$ cat config.mk
export PLATFORM = sky130hd
export DESIGN_NAME = hves_sequencer
export DESIGN_NICKNAME = d
export VERILOG_FILES = /design/src/verilog/hves_pkg.sv /design/src/verilog/hves_sequencer.sv
export SDC_FILE = /design/constraint.sdc
export NUM_CORES = 1
export LEC_CHECK = 0
export ABC_AREA = 0
export BUFFER_PORTS_ARGS = -buffer_cell sky130_fd_sc_hd__clkbuf_2
export CAP_MARGIN = 40
export CELL_PAD_IN_SITES_DETAIL_PLACEMENT = 1
export CELL_PAD_IN_SITES_GLOBAL_PLACEMENT = 2
export CORE_ASPECT_RATIO = 0.8
export CORE_MARGIN = 2
export CORE_UTILIZATION = 42
export DETAILED_ROUTE_END_ITERATION = 12
export PLACE_DENSITY = 0.79
export SYNTH_ARGS = -nofsm -noshare
export SYNTH_HDL_FRONTEND = slang
export SYNTH_SLANG_ARGS = --single-unit
$ cat constraint.sdc
create_clock -name sys_clk -period 5.3 [get_ports sys_clk]
set_clock_uncertainty 0.05 [all_clocks]
set_input_delay 1.06 -clock sys_clk [delete_from_list [all_inputs] [get_ports sys_clk]]
set_output_delay 1.06 -clock sys_clk [all_outputs]
set_load 0.1 [all_outputs]
$ cat src/verilog/hves_pkg.sv
// shared constants and types for the high voltage fuse sequencer
package hves_pkg;

    // --------------------
    // timebase
    // --------------------
    localparam int CLK_MHZ = 250; // sys_clk rate
    localparam int UV_DEGLITCH_US = 500; // input dip must last longer than this
    localparam int UV_RESTART_US = 200; // input must stay good this long
    localparam int BIAS_SETTLE_US = 100; // bias on to start of ramp
    localparam int UV_DEGLITCH_CYC = UV_DEGLITCH_US * CLK_MHZ;
    localparam int UV_RESTART_CYC = UV_RESTART_US * CLK_MHZ;
    localparam int BIAS_SETTLE_CYC = BIAS_SETTLE_US * CLK_MHZ;
    localparam int CNT_W = 17; // holds the largest count above

    // --------------------
    // register port and map
    // --------------------
    localparam int ADDR_W = 8;
    localparam int DATA_W = 8;
    localparam logic [ADDR_W-1:0] ADDR_STATUS = 8'h00; // first_status_register
    localparam logic [ADDR_W-1:0] ADDR_CONTROL = 8'h01; // first_control_register
    localparam logic [DATA_W-1:0] STATUS_RST = 8'h00;
    localparam logic [DATA_W-1:0] CONTROL_RST = 8'h00;

    // status bits, write one to clear
    localparam int ST_OC_BIT = 0; // hv_overcurrent_flag
    localparam int ST_UV_BIT = 1; // undervoltage shutdown happened
    localparam int ST_OT_BIT = 2; // thermal latch-off happened
    localparam int ST_PD_BIT = 3; // power-disable shut the fuse
    localparam int ST_USED = 4;

    // control bits
    localparam int CT_MON_EN_BIT = 0; // current monitor on
    localparam int CT_MON_GAIN_BIT = 1; // current monitor gain select
    localparam int CT_PD_EN_BIT = 2; // power_disable_enable_bit
    localparam int CT_FW_OFF_BIT = 3; // firmware disable request
    localparam int CT_USED = 4;

    // --------------------
    // types
    // --------------------
    typedef enum logic [1:0] {
        LIM_STARTUP,
        LIM_OPERATIVE,
        LIM_SHORT
    } hves_limit_t;

    // analogue and pin levels, all asynchronous to sys_clk
    typedef struct packed {
        logic uv_raw; // hv_input_undervoltage_level, high = input too low
        logic overtemp; // hv_overtemp_level, high = too hot
        logic pd_pin; // power_disable_pin level
        logic fw_permit; // firmware_disable_permit_pin level
        logic other_supply; // chip already powered from another input
        logic internal_analog_supply_ok; // internal_analog_supply has reached 1.8 V
        logic lv_good; // low_voltage_input_rail present
        logic out_at_in; // hv_output_rail has reached hv_input_rail
        logic out_below_sc; // hv_output_rail below 7.5 V
    } hves_sense_t;

endpackage : hves_pkg

$ cat src/verilog/hves_sequencer.sv
// digital sequencer for the 12 V electronic fuse
`timescale 1ns/1ps

module hves_sequencer #(
    parameter int UV_DEGLITCH_CYC = hves_pkg::UV_DEGLITCH_CYC,
    parameter int UV_RESTART_CYC = hves_pkg::UV_RESTART_CYC,
    parameter int BIAS_SETTLE_CYC = hves_pkg::BIAS_SETTLE_CYC
) (
    // clock and reset
    input wire logic sys_clk,
    input wire logic arst_n,
    // analogue comparators and pins
    input wire hves_pkg::hves_sense_t sense,
    // register port
    input wire logic [hves_pkg::ADDR_W-1:0] reg_addr,
    input wire logic [hves_pkg::DATA_W-1:0] reg_wdata,
    input wire logic reg_wr,
    input wire logic reg_rd,
    output logic [hves_pkg::DATA_W-1:0] reg_rdata,
    // pass switch and current limit
    output logic bias_en,
    output logic main_pass_switch,
    output hves_pkg::hves_limit_t limit_sel,
    // current monitor
    output logic mon_en,
    output logic mon_gain,
    // open-drain interrupt_out_n
    output logic interrupt_out_n_o,
    output logic interrupt_out_n_oe
);

    // --------------------
    // helpers
    // --------------------

    // counter step that stops at its top value
    function automatic logic [hves_pkg::CNT_W-1:0] sat_inc(
        input logic [hves_pkg::CNT_W-1:0] v,
        input logic [hves_pkg::CNT_W-1:0] top
    );
        sat_inc = (v >= top) ? top : v + 1'b1;
    endfunction : sat_inc

    localparam logic [hves_pkg::CNT_W-1:0] DEGL_TOP = UV_DEGLITCH_CYC[hves_pkg::CNT_W-1:0];
    localparam logic [hves_pkg::CNT_W-1:0] RSTR_TOP = UV_RESTART_CYC[hves_pkg::CNT_W-1:0];
    localparam logic [hves_pkg::CNT_W-1:0] BIAS_TOP = BIAS_SETTLE_CYC[hves_pkg::CNT_W-1:0];
    localparam logic [hves_pkg::CNT_W-1:0] CNT_ZERO = 17'h00000;

    typedef enum logic [2:0] {
        S_OFF,
        S_SUPPLY,
        S_BIAS,
        S_RAMP,
        S_RUN,
        S_SHORT
    } hves_state_t;

    // --------------------
    // input synchronisers
    // --------------------

    // three stages; a level is taken only once stages two and three agree,
    // which rejects a single metastable sample at the cost of one cycle
    hves_pkg::hves_sense_t sync1_q;
    hves_pkg::hves_sense_t sync2_q;
    hves_pkg::hves_sense_t sync3_q;
    hves_pkg::hves_sense_t filt_q;
    hves_pkg::hves_sense_t filt_d;
    wire hves_pkg::hves_sense_t agree = ~(sync2_q ^ sync3_q);

    assign filt_d = (sync2_q & agree) | (filt_q & ~agree);

    always_ff @(posedge sys_clk or negedge arst_n) begin
        if (!arst_n) begin
            sync1_q <= '0;
            sync2_q <= '0;
            sync3_q <= '0;
            filt_q <= '0;
        end else begin
            sync1_q <= sense;
            sync2_q <= sync1_q;
            sync3_q <= sync2_q;
            filt_q <= filt_d;
        end
    end

    // previous filtered levels for edge detection
    logic pd_pin_prev_q;
    logic lv_good_prev_q;

    always_ff @(posedge sys_clk or negedge arst_n) begin
        if (!arst_n) begin
            pd_pin_prev_q <= 1'b0;
            lv_good_prev_q <= 1'b0;
        end else begin
            pd_pin_prev_q <= filt_q.pd_pin;
            lv_good_prev_q <= filt_q.lv_good;
        end
    end

    wire pd_toggle = filt_q.pd_pin ^ pd_pin_prev_q;
    wire lv_powerup = filt_q.lv_good & ~lv_good_prev_q;

    // --------------------
    // undervoltage deglitch and restart delay
    // --------------------
    logic [hves_pkg::CNT_W-1:0] degl_cnt_q;
    logic [hves_pkg::CNT_W-1:0] degl_cnt_d;
    logic [hves_pkg::CNT_W-1:0] rstr_cnt_q;
    logic [hves_pkg::CNT_W-1:0] rstr_cnt_d;
    logic uv_shut_q;
    logic uv_shut_d;

    // dip counter clears once the comparator reads good
    assign degl_cnt_d = filt_q.uv_raw ? sat_inc(degl_cnt_q, DEGL_TOP) : CNT_ZERO;
    // restart timer runs while shut and good; a dip restarts it
    assign rstr_cnt_d = (uv_shut_q && !filt_q.uv_raw) ? sat_inc(rstr_cnt_q, RSTR_TOP)
        : CNT_ZERO;
    wire uv_trip = filt_q.uv_raw && (degl_cnt_q >= DEGL_TOP);
    wire uv_recover = uv_shut_q && !filt_q.uv_raw && (rstr_cnt_q >= RSTR_TOP);
    assign uv_shut_d = uv_trip ? 1'b1 : (uv_recover ? 1'b0 : uv_shut_q);

    // shut starts set: input not yet seen good long enough
    always_ff @(posedge sys_clk or negedge arst_n) begin
        if (!arst_n) begin
            degl_cnt_q <= CNT_ZERO;
            rstr_cnt_q <= CNT_ZERO;
            uv_shut_q <= 1'b1;
        end else begin
            degl_cnt_q <= degl_cnt_d;
            rstr_cnt_q <= rstr_cnt_d;
            uv_shut_q <= uv_shut_d;
        end
    end

    // --------------------
    // thermal latch
    // --------------------
    logic ot_latch_q;
    logic ot_latch_d;

    // a hv input power-up is the end of an undervoltage shutdown
    wire supply_cycle = uv_recover | lv_powerup;
    wire ot_release = !filt_q.overtemp && (pd_toggle || supply_cycle);
    // set wins, and the latch never clears on cooling alone
    assign ot_latch_d = filt_q.overtemp ? 1'b1 : (ot_release ? 1'b0 : ot_latch_q);

    always_ff @(posedge sys_clk or negedge arst_n) begin
        if (!arst_n) begin
            ot_latch_q <= 1'b0;
        end else begin
            ot_latch_q <= ot_latch_d;
        end
    end

    // --------------------
    // register port decode
    // --------------------
    logic [hves_pkg::DATA_W-1:0] status_q;
    logic [hves_pkg::DATA_W-1:0] status_d;
    logic [hves_pkg::DATA_W-1:0] control_q;
    logic [hves_pkg::DATA_W-1:0] control_d;
    logic [hves_pkg::DATA_W-1:0] rdata_q;
    logic [hves_pkg::DATA_W-1:0] rdata_d;

    wire wr_status = reg_wr && (reg_addr == hves_pkg::ADDR_STATUS);
    wire wr_control = reg_wr && (reg_addr == hves_pkg::ADDR_CONTROL);
    wire rd_status = reg_rd && (reg_addr == hves_pkg::ADDR_STATUS);
    wire rd_control = reg_rd && (reg_addr == hves_pkg::ADDR_CONTROL);

    // --------------------
    // power-disable
    // --------------------

    // the pin acts when its enable bit is set; firmware may add its own off
    // request only while the permit input is high
    wire pd_by_pin = filt_q.pd_pin && control_q[hves_pkg::CT_PD_EN_BIT];
    wire pd_by_fw = filt_q.fw_permit && control_q[hves_pkg::CT_FW_OFF_BIT];
    wire pd_active = pd_by_pin || pd_by_fw;

    // fuse may run only with the filtered input good, cool and not disabled
    wire run_ok = !uv_shut_q && !ot_latch_q && !pd_active;

    // --------------------
    // start-up sequencer
    // --------------------
    hves_state_t state_q;
    hves_state_t state_d;
    logic [hves_pkg::CNT_W-1:0] bias_cnt_q;
    logic [hves_pkg::CNT_W-1:0] bias_cnt_d;

    // losing run_ok from any state drops to off, so every restart passes
    // through the ramp with the start-up limit
    always_comb begin
        state_d = state_q;
        if (!run_ok) begin
            state_d = S_OFF;
        end else begin
            case (state_q)
                S_OFF: begin
                    state_d = filt_q.other_supply ? S_BIAS : S_SUPPLY;
                end
                S_SUPPLY: begin
                    if (filt_q.internal_analog_supply_ok || filt_q.other_supply) begin
                        state_d = S_BIAS;
                    end
                end
                S_BIAS: begin
                    if (bias_cnt_q >= BIAS_TOP) begin
                        state_d = S_RAMP;
                    end
                end
                S_RAMP: begin
                    if (filt_q.out_at_in) begin
                        state_d = S_RUN;
                    end
                end
                S_RUN: begin
                    if (filt_q.out_below_sc) begin
                        state_d = S_SHORT;
                    end
                end
                S_SHORT: begin
                    if (filt_q.out_at_in) begin
                        state_d = S_RUN;
                    end
                end
                default: begin
                    state_d = S_OFF;
                end
            endcase
        end
    end

    // bias settle timer counts only in the bias state
    assign bias_cnt_d = (state_q == S_BIAS) ? sat_inc(bias_cnt_q, BIAS_TOP) : CNT_ZERO;

    always_ff @(posedge sys_clk or negedge arst_n) begin
        if (!arst_n) begin
            state_q <= S_OFF;
            bias_cnt_q <= CNT_ZERO;
        end else begin
            state_q <= state_d;
            bias_cnt_q <= bias_cnt_d;
        end
    end

    // --------------------
    // outputs toward the pass switch
    // --------------------
    logic bias_q;
    logic switch_q;
    hves_pkg::hves_limit_t limit_q;
    hves_pkg::hves_limit_t limit_d;

    wire bias_d = (state_d == S_BIAS) || (state_d == S_RAMP) ||
                  (state_d == S_RUN) || (state_d == S_SHORT);
    wire switch_d = (state_d == S_RAMP) || (state_d == S_RUN) || (state_d == S_SHORT);

    // start-up limit is the default, so off and bias states already hold it
    assign limit_d = (state_d == S_RUN) ? hves_pkg::LIM_OPERATIVE :
        (state_d == S_SHORT) ? hves_pkg::LIM_SHORT :
        hves_pkg::LIM_STARTUP;

    always_ff @(posedge sys_clk or negedge arst_n) begin
        if (!arst_n) begin
            bias_q <= 1'b0;
            switch_q <= 1'b0;
            limit_q <= hves_pkg::LIM_STARTUP;
        end else begin
            bias_q <= bias_d;
            switch_q <= switch_d;
            limit_q <= limit_d;
        end
    end

    // --------------------
    // status register
    // --------------------

    // the ramp is the start-up limiting phase
    wire startup_limiting = (state_q == S_RAMP);

    logic [hves_pkg::DATA_W-1:0] status_set;
    logic [hves_pkg::DATA_W-1:0] status_clr;

    always_comb begin
        status_set = '0;
        status_set[hves_pkg::ST_OC_BIT] = startup_limiting || (state_q == S_SHORT);
        status_set[hves_pkg::ST_UV_BIT] = uv_trip && !uv_shut_q;
        status_set[hves_pkg::ST_OT_BIT] = filt_q.overtemp && !ot_latch_q;
        status_set[hves_pkg::ST_PD_BIT] = pd_active && switch_q;
    end

    // write one to clear; a same-cycle set wins
    assign status_clr = wr_status ? reg_wdata : '0;
    assign status_d = ((status_q & ~status_clr) | status_set) &
                      {{(hves_pkg::DATA_W-hves_pkg::ST_USED){1'b0}}, {hves_pkg::ST_USED{1'b1}}};

    // --------------------
    // control register
    // --------------------

    // monitor stays off from reset until software writes the enable
    assign control_d = wr_control ?
        (reg_wdata & {{(hves_pkg::DATA_W-hves_pkg::CT_USED){1'b0}}, {hves_pkg::CT_USED{1'b1}}})
        : control_q;

    // read data for the cycle after the strobe; unmapped reads give zero
    assign rdata_d = rd_status ? status_q :
                     rd_control ? control_q : '0;

    always_ff @(posedge sys_clk or negedge arst_n) begin
        if (!arst_n) begin
            status_q <= hves_pkg::STATUS_RST;
            control_q <= hves_pkg::CONTROL_RST;
            rdata_q <= '0;
        end else begin
            status_q <= status_d;
            control_q <= control_d;
            rdata_q <= rdata_d;
        end
    end

    // --------------------
    // monitor and interrupt outputs
    // --------------------
    logic mon_en_q;
    logic mon_gain_q;
    logic irq_oe_q;
    logic irq_o_q;

    // monitor bits are shared with the other fuse, so they are plain copies
    // of the register and not gated by this fuse's state
    always_ff @(posedge sys_clk or negedge arst_n) begin
        if (!arst_n) begin
            mon_en_q <= 1'b0;
            mon_gain_q <= 1'b0;
            irq_oe_q <= 1'b0;
            irq_o_q <= 1'b0;
        end else begin
            mon_en_q <= control_d[hves_pkg::CT_MON_EN_BIT];
            mon_gain_q <= control_d[hves_pkg::CT_MON_GAIN_BIT];
            irq_oe_q <= |status_d;
            irq_o_q <= 1'b0; // open drain only pulls low
        end
    end

    assign reg_rdata = rdata_q;
    assign bias_en = bias_q;
    assign main_pass_switch = switch_q;
    assign limit_sel = limit_q;
    assign mon_en = mon_en_q;
    assign mon_gain = mon_gain_q;
    assign interrupt_out_n_o = irq_o_q;
    assign interrupt_out_n_oe = irq_oe_q;

endmodule : hves_sequencer
# After elaboration in Yosys (flattened, before gate mapping)
# Cells that the tools add are included.
# W data, S select, Z words.
[totals]
latchBits = 0
n_memories = 0
rom_bits = 0
elab_cells = 141
in_bits = 29
regBits = 113
ramBits = 0
output_inout_bits = 16
[op_classes]
reduce_logical = 35
mux = 23
div = 0
mul = 0
n_shift = 0
addsub = 3
eq_ne = 10
magnitude_cmp = 3
bitwise_logic = 13
[op_table]
columns = ["cell", "count"]
rows = [
  ["$mux W17", 6],
  ["$add A17 B1 Y17 const B", 3],
  ["$and A9 B9 Y9", 2],
  ["$not A9 Y9", 2],
  ["$ge A17 B15 Y1 const B", 1],
  ["$ge A17 B16 Y1 const B", 1],
  ["$ge A17 B17 Y1 const B", 1],
  ["$logic_and A1 B1 Y1", 15],
  ["$mux W3", 5],
  ["$pmux W3 S5", 1],
  ["$eq A3 B2 Y1 const B", 4],
  ["$eq A3 B3 Y1 const B", 4],
  ["$mux W4", 3],
  ["$logic_or A1 B1 Y1", 9],
  ["$or A9 B9 Y9", 1],
  ["$xor A9 B9 Y9", 1],
  ["$eq A8 B1 Y1 const B", 1],
  ["$logic_not A8 Y1", 1],
  ["$mux W2", 4],
  ["$logic_not A1 Y1", 5],
  ["$and A4 B4 Y4", 1],
  ["$mux W1", 4],
  ["$not A4 Y4", 1],
  ["$or A4 B4 Y4", 1],
  ["9 further kinds", 10],
]

# Depth between registers and ports, before layout
[logic_depth]
ltp_word = 9
mapped_depth = 6
mapped_depth_nobuf = 5

# Worst setup path after synthesis
# OpenSTA, ideal clock, no wires.
[synth_timing]
path_type = "input -> register"
startpoint = "in reg_addr[1] (netlist name)"
endpoint = "reg irq_oe_q, in the netlist interrupt_out_n_oe"
path_stages = 4
n_path_buf = 0
required_time_ns = 5.110
t_arrival_ns = 2.059
path_slack_ns = 3.051
setup_ns = 0.140
cell_sequence = "nor4b_1 > a21boi_0 > a211oi_1 > nand4_1"
[synth_via]
elab_chain_cells = 7
[synth_rtl]
columns = ["item", "line_no", "rtl"]
rows = [
  ["start: declaration", "hves_sequencer.sv:15", "input wire logic [hves_pkg::ADDR_W-1:0] reg_addr,"],
  ["$logic_not A8 Y1", "hves_sequencer.sv:166", "wire wr_status = reg_wr && (reg_addr == hves_pkg::ADDR_STATUS);"],
  ["$logic_and A1 B1 Y1", "hves_sequencer.sv:166", ""],
  ["$mux W4", "hves_sequencer.sv:296", "assign status_clr = wr_status ? reg_wdata : '0;"],
  ["$not A4 Y4", "hves_sequencer.sv:297", "assign status_d = ((status_q & ~status_clr) | status_set) &"],
  ["$and A4 B4 Y4", "hves_sequencer.sv:297", ""],
  ["$or A4 B4 Y4", "hves_sequencer.sv:297", ""],
  ["$reduce_or A4 Y1", "hves_sequencer.sv:344", "irq_oe_q <= |status_d;"],
  ["end signal: assignment", "hves_sequencer.sv:344", ""],
  ["end: declaration", "hves_sequencer.sv:330", "logic irq_oe_q;"],
]
# No other way between the ends.
# A chain may end at the register's enable or synchronous reset.

# Worst setup path after layout
# Ends and elaborated chain as after synthesis.

==> flow_summary.toml <==
[status]
status = "finished, final reports clean"

[drt]
postRouteAntennaNets = 0
drc = 0
vias = 3164
routed_via_density = 5.19
post_drt_wl_per_cell_um = 15.8
routed_wl_um = 9650
drtIter0Drc = 172
drt-pass1-iter-count = 4

[clock_tree]
cts_tree = "yes"
ctsLongestPathBuffers = 2
clk-insertion-delay-late_ns = 0.34
cts_hold_buf = 0
clock-root-buffer = "clkbuf_16"
htreeDepth = 3
cts_setup_buffers = 0
cts_made_buffers = 9
clock_sinks = 111
clkTransAtPathRegs_ns = 0.07
cts_resized = 0

[finish]
diodes = 0
fin_nets = 496
filler_cell_count = 1204
area_growth_pct = 13.3
final_area_sq_um = 5370
drive_above_1_share_pct = 14.6

[yosys]
synth-seq-cells = 111
netlist_area_sq_um = 4740
synth-compound-area-share_pct = 8.92
synth_edf_count = 0
synthMuxAreaShare_pct = 1.79
synth_top_area_share_pct = 58.1
synth_top_family_by_area = "simple AND/OR/NAND/NOR gates"
synthTopCellsByArea = "dfrtp_1 58%, xnor2_1 3.5%, xor2_1 3.0%, nand3_1 2.3%, nor2_1 2.2%"
syn_avg_cell_area_sq_um = 11.3
yosysSeqAreaShare_pct = 58.6
async_flop_share_pct = 100
synth-xor-area-share_pct = 6.47
synthCells = 418
synth.distinct_cells = 55
synth_ff_type = "dfrtp_1"
synth.largest_area_cell = "dfrtp_1"
synth-adder-area-share_pct = 3.48
synthSimpleGateAreaFrac_pct = 16.9
ys_warn_count = 0

[global_route]
first_global_vias = 3265
grt_max_degree = 60
grt_pass1_wl_um = 16300
grt_overflow = 0
track_usage_pct = 17.3
antenna_found_initial = 0

[timing]
finalHoldViolations = 0
fmax_mhz = 423
maxSlewHeadroom_pct = 54.3
rsz0062_at_grt = "false"
slew_violations = 0
setup_viol = 0
fin_crit_sh_pct = 44.6
fin_tns_setup_ns = 0
worstMarginPinSlew_ns = 0.676
period_needed_ns = 2.37

[setup_path]
cp-end-kind = "flop"
cp.arrival_ns = 2.51
crit_buf_inv = 1
cp_cell_sequence = "clkbuf_2 > nor4b_1 > a21boi_0 > a211oi_1 > nand4_1"
worstPathMaxFanout = 4
start_kind = "input port"
path_class = "input port to flop"
cp_top_family = "simple AND/OR/NAND/NOR gates"
required_ns = 5.45
slowest_delay_ns = 0.62
worst_r2r_path_depth = 5
slowest_stage = "nor4b_1"
cp.depth = 5

[power]
power_density_nw_per_um2 = 326
irDropWorstVdd_uv = 173
power_leakage_nw = 2.27

[worst_hold_path]
hp-class = "flop to flop"
hold_depth = 0

[floorplan]
die_y_um = 99.0
ios = 45
core.rowCount = 34
fp.dieW_um = 123
initial_core_util_pct = 43.4
coreArea_sq_um = 10900
die_area_sq_um = 12200

[placed_design]
routabilityCongestion = 0.759
portBuffers = 35
dp_hpwl_um = 6740
place_area_sq_um = 5080

[job]
maxCapViolations = 0
[registers in the layout, summed over array words and instances (netlist names), named ones only]
name / count
bias_cnt_q: 17
degl_cnt_q: 17
rstr_cnt_q: 17
sync1_q: 9
sync2_q: 9
sync3_q: 9
control_q: 4
reg_rdata: 4
status_q: 4
state_q: 3
limit_sel: 2
bias_en: 1
interrupt_out_n_oe: 1
lv_good_prev_q: 1
main_pass_switch: 1
ot_latch_q: 1
pd_pin_prev_q: 1
uv_shut_q: 1
[metrics by stage]
stage / std cells / hold slack, ns / power, W / util, % / setup slack (ns)
global route: 610 / 0.309 / 0.00183 / 49.1 / 2.87
CTS: 609 / 0.302 / 0.00178 / 49.1 / 2.95
floorplan: 425 / 0.281 / 0.00106 / - / 3.05
finish: 610 / 0.300 / 0.00175 / 49.1 / 2.93
global placement: 592 / 0.281 / 0.00111 / 46.2 / 2.66
detailed placement: 593 / 0.286 / 0.00112 / 46.5 / 2.59
[worst reg2reg max path: cells and delay by family, from the launching register on]
kind	cells	cell delay (ns)
compound gates	1	0.17
simple gates	3	0.93
fa+ha+maj	1	0.24
flops	1	0.41
[final cells by class]
cell class	instances	area [sq um]	share of cell area (%)
multi-input cells	275	1810	33.7
clock inverters	4	28.8	0.536
flip-flops and latches	111	2780	51.7
clock buffers	12	256	4.78
inverters	26	97.6	1.82
well taps	144	180	3.36
repair buffers	38	218	4.05
[final timing paths]
check	start	to	slack, ns
setup / recovery	reg_addr[1]	interrupt_out_n_oe	2.93
hold / removal	sync1_q[5]	sync2_q[5]	0.30
setup reg to reg	degl_cnt_q[0]	degl_cnt_q[14]	3.43
hold reg to reg	sync1_q[5]	sync2_q[5]	0.30
max in group asynchronous	arst_n	uv_shut_q	3.89
min in group asynchronous	arst_n	bias_cnt_q[11]	0.55
[where the power goes]
| group | leakage (nW) | switching (W) | total, W | internal, W |
|---|---|---|---|---|
| logic | 0.720 | 0.000119 | 0.000171 | 0.0000527 |
| clock network | 0.135 | 0.000299 | 0.000644 | 0.000346 |
| registers | 1.41 | 0.0000430 | 0.000932 | 0.000889 |
| total | 2.27 | 0.000460 | 0.00175 | 0.00129 |
[layout by cell type, fill, tap and decap left out, drive strengths merged, types with 15 or more instances in the layout]
cell type / count
a21oi: 17
clkbuf: 47
nand2: 18
inv: 27
nand4: 15
xnor2: 19
dfrtp: 110
xor2: 16
nand3: 23
nor2: 28
nor3: 22
[cell usage after synthesis, types with 7 or more instances]
| cell | count |
|---|---|
| nand3_1 | 22 |
| dfrtp_1 | 110 |
| xor2_1 | 16 |
| xnor2_1 | 19 |
| maj3_1 | 9 |
| inv_1 | 26 |
| nor3_1 | 21 |
| nand4_1 | 15 |
| o21ai_0 | 7 |
| a31oi_1 | 11 |
| nor2_1 | 28 |
| nand2_1 | 18 |
| a21oi_1 | 17 |
[logic make-up after synthesis]
group | after synthesis
AO/OA/AOI/OAI | 62
multiplexers | 8
buffers and inverters | 39
XOR/XNOR | 35
flip-flops | 111
adder cells (fa/ha/maj) | 15
other | 1
AND/OR/NAND/NOR | 147
[layer usage]
metal | share of wire [%] | routed length [um] | global-route usage (%) | up-vias
met4 | 1.1 | 109 | 5.57 | 0
met5 | 0 | 0 | 0 | -
met1 | 51 | 4910 | 24.7 | 1568
met2 | 45 | 4390 | 26.3 | 33
li1 | - | - | - | 1556
met3 | 2.5 | 238 | 3.65 | 7
Power figures use the tool's default switching activity.
